<file path="src/hw/mem_map_pkg.sv">
// Constants for the program and data memory address decoder
`default_nettype none
package mem_map_pkg;
    localparam int PC_WIDTH = 13;
    localparam int PROG_IMPL_WIDTH = 11;
    localparam int INSTR_WIDTH = 14;
    localparam int DATA_WIDTH = 8;
    localparam int OFFSET_WIDTH = 7;
    localparam int BANK_WIDTH = 2;
    localparam int RAM_ADDR_WIDTH = 8;
    localparam logic [12:0] RESET_VECTOR = 13'h0000;
    localparam logic [12:0] IRQ_VECTOR = 13'h0004;
    localparam logic [1:0] BANK0 = 2'h0;
    localparam logic [1:0] BANK1 = 2'h1;
    localparam logic [6:0] SCRATCH_BASE = 7'h20;
    localparam logic [6:0] SCRATCH_TOP = 7'h7F;
    localparam logic [6:0] MIRROR_BASE = 7'h70;
    localparam logic [6:0] INDIRECT_SLOT = 7'h00;
    localparam logic [6:0] PCL_SLOT = 7'h02;
    localparam logic [6:0] STATUS_SLOT = 7'h03;
    localparam logic [6:0] POINTER_SLOT = 7'h04;
    localparam logic [6:0] PCLATH_SLOT = 7'h0A;
    localparam logic [6:0] INTCON_SLOT = 7'h0B;
    localparam int STATUS_BANK_LO_BIT = 5;
    localparam int STATUS_BANK_HI_BIT = 6;
    localparam int STATUS_IND_BANK_BIT = 7;
    localparam logic [7:0] ZERO_BYTE = 8'h00;
endpackage
`default_nettype wire

</file>
<file path="src/hw/memory_map_and_banking.sv">
// Program fetch address and data bank decoder for the core
// Notes on behaviour
// - Program counter 13 bits, 8K word space
// - Only 2K words exist; higher addresses wrap
// - Fetch starts at address zero after reset
// - Interrupt redirects fetch to address four
// - Separate fetch and data buses, concurrent
// - Bank bits choose bank; banks 2,3 absent
// - Each bank spans 128 bytes
// - Low addresses control regs, above scratch RAM
// - Top 16 scratch and hot regs mirrored
// - Access direct or through pointer register
`default_nettype none
module memory_map_and_banking #(
    parameter int PROG_IMPL_BITS = mem_map_pkg::PROG_IMPL_WIDTH
) (
    input wire logic clk,
    input wire logic sys_rst,
    // Fetch side
    input wire logic fetchAdvance,
    input wire logic jumpValid,
    input wire logic [12:0] jumpTarget,
    input wire logic irqTake,
    output logic [12:0] progCounter,
    output logic [10:0] progMemAddr,
    // Data side
    input wire logic dataReq,
    input wire logic dataWrite,
    input wire logic [6:0] dataOffset,
    input wire logic [7:0] dataWdata,
    input wire logic [7:0] statusIn,
    output logic [7:0] dataRdata,
    output logic dataValid,
    output logic [7:0] indirectPointer,
    output logic [8:0] dataAddr,
    output logic controlSel,
    output logic scratchSel,
    output logic unimplSel
);
    typedef enum logic [0:0] {
        ST_RESET = 1'b0,
        ST_RUN = 1'b1
    } fetch_state_t;

    typedef struct packed {
        fetch_state_t fetchState;
        logic [12:0] pc;
        logic [10:0] progAddr;
        logic [7:0] pointer;
        logic [8:0] dataAddr;
        logic controlSel;
        logic scratchSel;
        logic unimplSel;
        logic pendRead;
        logic pendScratch;
        logic pendPointerRd;
        logic dataValid;
        logic [7:0] rdata;
    } state_t;

    state_t s_q;
    state_t s_d;
    logic [7:0] ramRdata;
    logic ramWe;
    logic [7:0] ramAddr;

    // Fold mirrored scratch bytes of bank 1 onto bank 0 storage
    function automatic logic [7:0] scratch_index(input logic [1:0] bank, input logic [6:0] off);
        logic [7:0] idx;
        idx = {bank[0], off};
        if (bank == mem_map_pkg::BANK1 && off >= mem_map_pkg::MIRROR_BASE) begin
            idx = {1'b0, off};
        end
        return idx;
    endfunction

    function automatic logic is_control(input logic [6:0] off);
        return off < mem_map_pkg::SCRATCH_BASE;
    endfunction

    // Pointer slot reachable from either bank (hot register mirror)
    logic [1:0] bankSel;
    logic [6:0] effOffset;
    logic indirect;

    always_comb begin
        s_d = s_q;
        s_d.dataValid = 1'b0;
        indirect = (dataOffset == mem_map_pkg::INDIRECT_SLOT);
        // direct: bank bits join the 7-bit offset
        bankSel = {statusIn[mem_map_pkg::STATUS_BANK_HI_BIT],
                   statusIn[mem_map_pkg::STATUS_BANK_LO_BIT]};
        effOffset = dataOffset;
        if (indirect) begin
            // Indirect bank from the pointer top bit and the status bit above it
            bankSel = {statusIn[mem_map_pkg::STATUS_IND_BANK_BIT], s_q.pointer[7]};
            effOffset = s_q.pointer[6:0];
        end
        ramAddr = scratch_index(bankSel, effOffset);
        ramWe = 1'b0;
        // Fetch side runs independently of the data side
        case (s_q.fetchState)
            ST_RESET: begin
                s_d.pc = mem_map_pkg::RESET_VECTOR;
                s_d.fetchState = ST_RUN;
            end
            ST_RUN: begin
                if (irqTake) begin
                    s_d.pc = mem_map_pkg::IRQ_VECTOR;
                end else if (jumpValid) begin
                    s_d.pc = jumpTarget;
                end else if (fetchAdvance) begin
                    s_d.pc = s_q.pc + 13'h0001;
                end
            end
            default: s_d.fetchState = ST_RESET;
        endcase
        s_d.progAddr = s_d.pc[10:0] & 11'((1 << PROG_IMPL_BITS) - 1);
        s_d.pendRead = 1'b0;
        s_d.pendScratch = 1'b0;
        s_d.pendPointerRd = 1'b0;
        if (dataReq) begin
            s_d.dataAddr = {bankSel, effOffset};
            s_d.unimplSel = bankSel[1];
            s_d.controlSel = !bankSel[1] && is_control(effOffset);
            s_d.scratchSel = !bankSel[1] && !is_control(effOffset);
            if (!bankSel[1] && effOffset == mem_map_pkg::POINTER_SLOT) begin
                if (dataWrite) begin
                    s_d.pointer = dataWdata;
                end else begin
                    s_d.pendPointerRd = 1'b1;
                end
            end
            if (!bankSel[1] && !is_control(effOffset)) begin
                ramWe = dataWrite;
                s_d.pendScratch = !dataWrite;
            end
            s_d.pendRead = !dataWrite;
            s_d.dataValid = dataWrite;
        end
        if (s_q.pendRead) begin
            s_d.dataValid = 1'b1;
            // Control registers other than the pointer live in the core; read as zero here
            s_d.rdata = s_q.pendScratch ? ramRdata :
                        (s_q.pendPointerRd ? s_q.pointer : mem_map_pkg::ZERO_BYTE);
        end
    end

    // Read latency is two cycles so RAM output can settle into a register
    scratch_ram #(
        .AW(mem_map_pkg::RAM_ADDR_WIDTH),
        .DW(mem_map_pkg::DATA_WIDTH)
    ) u_ram (
        .clk(clk),
        .writeEn(ramWe),
        .writeAddr(ramAddr),
        .writeData(dataWdata),
        .readAddr(ramAddr),
        .readData(ramRdata)
    );

    always_ff @(posedge clk) begin
        if (sys_rst) begin
            s_q <= '0;
        end else begin
            s_q <= s_d;
        end
    end

    assign progCounter = s_q.pc;
    assign progMemAddr = s_q.progAddr;
    assign dataRdata = s_q.rdata;
    assign dataValid = s_q.dataValid;
    assign indirectPointer = s_q.pointer;
    assign dataAddr = s_q.dataAddr;
    assign controlSel = s_q.controlSel;
    assign scratchSel = s_q.scratchSel;
    assign unimplSel = s_q.unimplSel;
endmodule // memory_map_and_banking
`default_nettype wire

</file>
<file path="src/hw/scratch_ram.sv">
// Scratch storage memory with registered read data
`default_nettype none
module scratch_ram #(
    parameter int AW = 8,
    parameter int DW = 8
) (
    input wire logic clk,
    input wire logic writeEn,
    input wire logic [AW-1:0] writeAddr,
    input wire logic [DW-1:0] writeData,
    input wire logic [AW-1:0] readAddr,
    output logic [DW-1:0] readData
);
    logic [DW-1:0] mem [0:(1<<AW)-1];
    always_ff @(posedge clk) begin
        if (writeEn) begin
            mem[writeAddr] <= writeData;
        end
        readData <= mem[readAddr];
    end
endmodule // scratch_ram
`default_nettype wire

</file>
<file path="config.mk">
export PLATFORM = sky130hd
export DESIGN_NAME = memory_map_and_banking
export DESIGN_NICKNAME = d
export VERILOG_FILES = /design/src/hw/mem_map_pkg.sv /design/src/hw/memory_map_and_banking.sv /design/src/hw/scratch_ram.sv
export SDC_FILE = /design/constraint.sdc
export NUM_CORES = 2
export LEC_CHECK = 0
export BUFFER_PORTS_ARGS = -buffer_cell sky130_fd_sc_hd__buf_2
export CAP_MARGIN = 15
export CORE_ASPECT_RATIO = 0.8
export CORE_MARGIN = 5
export CORE_UTILIZATION = 48
export DETAILED_ROUTE_END_ITERATION = 8
export PLACE_DENSITY = 0.69
export SYNTH_ARGS = -nofsm -noshare
export SYNTH_HDL_FRONTEND = slang
export SYNTH_SLANG_ARGS = --single-unit
export TNS_END_PERCENT = 30
</file>
<file path="constraint.sdc">
create_clock -name clk -period 5.6 [get_ports clk]
set_input_delay 1.4 -clock clk [delete_from_list [all_inputs] [get_ports clk]]
set_output_delay 1.4 -clock clk [all_outputs]
set_load 0.01 [all_outputs]
</file>
==> metrics.md <==
| Metric | Value |
|---|---|
| Outcome | completed |
| TritonRoute pass-1 iters | 6 |
| Fin. max-slew vios | 0 |
| Fin Clk Skew | 18.3 ps |
| GPL Wtd Cong | 0.889 |
| Critical path capture point type | flop |
| Cell mode on critical path | nor2_1 |
| Die W | 472 microns |
| YS warnings | 0 |
| Crit path largest cell delay | 910 ps |
| Initial antenna violation count | 14 |
| # fillers | 13300 |
| Post-Route WL | 199000 microns |
| Startpoint types | primary input |
| Worst EP required | 6030 ps |
| Slew @ Worst Pin | 1190 ps |
| Fraction of layout cells with a size suffix above 1 | 12.3% |
| Min-delay src | s_q[56] |
| Total clock sinks | 2101 |
| Antenna-violating nets left | 0 |
| Final Setup Violations | 0 |
| Setup ws final | 1050 ps |
| Initial DRC count | 5879 |
| Area Growth Syn to Fin | 15.1% |
| # hold bufs at CTS | 0 |
| Insertion delay to the later sink of the worst-skew pair | 800 ps |
| Fin Setup TNS | 0 ps |
| Initial Util | 48.3% |
| Post-synth ARST share | 0% |
| Register Area | 0.0626 sq mm |
| Core Util, Final | 55.6% |
| CTS tree | done |
| Mean Syn Cell Area | 15.5 sq um |
| Static leakage | 32.8 nW |
| Clock transition at the registers of the reported paths | 70 ps |
| Reg2reg start | indirectPointer[1] |
| Worst path slowest cell | nor2_1 |
| HPWL after detailed placement | 122000 microns |
| Number of flops mapped to enable cells by yosys | 2048 |
| Power per Cell Area | 340 mW/mm^2 |
| Final routed DRC violation total | 0 |
| Total GRT Usage | 21.8% |
| Grt ovf | 0 |
| Routed vias | 47800 |
| Gates resized, CTS repair | 0 |
| Hold depth | 1 |
| Critical path class | in2reg |
| Top-Level Pins | 96 |
| Rows | 135 |
| Fin crit period | 4550 ps |
| RSZ-0062 raised after global routing | false |
| TritonCTS Buffers | 188 |
| Max Cap Viol | 0 |
| Reg2Reg Setup Slack | 1810 ps |
| Clk buf depth | 3 |
| Hold WC Path Type | reg2reg |
| Crit path DAT | 4970 ps |
| Largest net degree at the start of global routing | 153 |
| Total core area | 0.170 sq mm |
| Most used DFF post-synth | edfxtp_1 |
| Mapped Area | 0.0820 sq mm |
| First-pass GRT wire length | 294000 microns |
| Path depth of the worst reg2reg path | 9 |
| Die Y-Extent | 380 microns |
| Post-synth cell types | 54 |
| Reg2reg end | u_ram.readData[7] |
| Slew headroom | 20.6% |
| Clk root buf | clkbuf_16 |
| Register bit total from synthesis | 2101 |
| Wirelength per Cell | 23.4 microns |
| F_max | 220 MHz |
| H-tree depth | 4 |
| Die footprint | 0.179 sq mm |
| Fin. Hold Viols | 0 |
| Vias/cell | 5.62 |
| Crit-path cells | buf_2, or4_4, nor3_4, mux2i_1, a21oi_1, nor2_1, nand2_1, nor2_1 |
| Max VDD drop | 0.314 mV |
| Pre-CTS WS | 344 ps |
| Port-buffer cells | 90 |
| Crit share post-route | 81.2% |
| Number of global-route vias before repair | 46000 |
| Post-CTS setup buffers | 0 |
| Hold path endpoint | progCounter[2] |
| Nets | 6129 |
| Seq/Total Area, Yosys | 76.3% |
| Mapped Cells | 5289 |
| Worst Path Max Fanout | 13 |
| Multi-input logic area | 0.0200 sq mm |
==> state kept, by name (all words and copies together) (netlist names), 4 cells and up <==
name,cells
progCounter,13
u_ram.readData,8
u_ram.mem,2048
dataAddr,9
s_q,4
indirectPointer,8
dataRdata,8
==> cell families (layout without fill, tap and decap cells) <==
family	count (synthesis)	count (layout)	share of synthesized area, %
xor+xnor	11	11	0.118
flops	2101	2101	76.3
fa+ha+maj	1	1	0.0153
mux	429	429	7.19
buf+inv	396	709	2.43
compound gates	565	565	4.60
simple gates	1785	1785	9.33
other cells	1	644	0.00457
==> synth_stat cells, types with 2 or more instances <==
library cell / count / share of area, %
nand2b_1: 2 / 0.015
nand4_1: 161 / 1.2
o22ai_1: 130 / 0.99
a31oi_1: 108 / 0.82
or2_2: 3 / 0.023
and2_1: 4 / 0.031
mux4_2: 128 / 3.5
and3_1: 3 / 0.023
mux2i_1: 300 / 3.7
inv_1: 4 / 0.018
nand3_1: 326 / 2.0
o21a_1: 2 / 0.018
edfxtp_1: 2048 / 75
buf_1: 16 / 0.073
a22oi_2: 3 / 0.046
a31o_2: 3 / 0.032
dfxtp_1: 53 / 1.3
a22oi_1: 126 / 1.2
buf_4: 79 / 0.72
clkbuf_1: 169 / 0.77
buf_2: 118 / 0.72
a21o_1: 2 / 0.018
o21ai_0: 24 / 0.15
nor2_1: 248 / 1.1
xor2_1: 7 / 0.075
a41oi_1: 2 / 0.021
o211ai_1: 8 / 0.073
a211oi_1: 12 / 0.11
a32oi_1: 48 / 0.51
nor3_1: 20 / 0.12
a21oi_1: 84 / 0.51
nor2b_1: 2 / 0.015
clkbuf_2: 2 / 0.012
xnor2_1: 4 / 0.043
o31ai_1: 3 / 0.027
nor4_4: 2 / 0.052
nand2_1: 1005 / 4.6
buf_6: 8 / 0.11
a221oi_1: 7 / 0.075
==> power by group <==
group	internal (mW)	total (mW)	leakage (nW)	switching, mW
Sequential	17.7	17.8	19.3	0.115
Clock	6.92	12.5	2.89	5.61
Combinational	0.529	1.74	10.5	1.21
==> critical path: cells and delay by family <==
kind	cells	cell delay, ps
simple gates	5	2820
mux	1	400
buf+inv	1	180
compound gates	1	150
==> metal layers <==
layer / wire length, microns / global-route usage (%)
met4: 7170 / 8.01
met3: 19200 / 4.56
met1: 81400 / 31.1
met5: 8 / 0
met2: 91600 / 33.3
==> worst max-delay path by stage <==
stage	start	end	slack (ps)
after floorplan	dataOffset[3]	u_ram.mem[105][0]	1250
after global placement	dataOffset[2]	u_ram.mem[124][6]	480
after detailed placement	dataOffset[2]	u_ram.mem[74][3]	340
after CTS	dataOffset[2]	u_ram.mem[74][5]	1220
after global routing	dataOffset[2]	u_ram.mem[74][0]	870
final	dataOffset[2]	u_ram.mem[74][5]	1050
==> placed cells by master, fill, tap and decap left out, types with 44 or more instances in the layout <==
cell	n
edfxtp_1	2048
nand2_1	1005
conb_1	640
nand3_1	326
mux2i_1	300
nor2_1	245
buf_4	230
clkbuf_16	191
nand4_1	161
o22ai_1	129
mux4_2	128
a22oi_1	126
a31oi_1	108
a21oi_1	82
buf_2	82
clkbuf_1	53
dfxtp_1	53
a32oi_1	48
clkinv_1	44
==> cell type report <==
cell class / instances / share of cell area [%]
Timing Repair Buffer: 359 / 3.21
Antenna cell: 4 / 0.0106
Clock inverter: 93 / 0.864
Clock buffer: 253 / 5.41
Inverter: 4 / 0.0159
Tap cell: 2260 / 3.00
Sequential cell: 2101 / 66.3
Multi-Input combinational cell: 3431 / 21.2
==> through the flow <==
step           hold WS, ps  cell area [sq um]  std cells  power [mW]
2_1_floorplan          430              84400       5928        19.1
3_3_place_gp           438              88400       8155        19.8
3_5_place_dp           452              88400       8155        19.9
4_1_cts                456              94300       8501        32.3
5_1_grt                473              94300       8504        33.1
6_report               453              94300       8505        32.1
(Power assumes the default switching activity.)
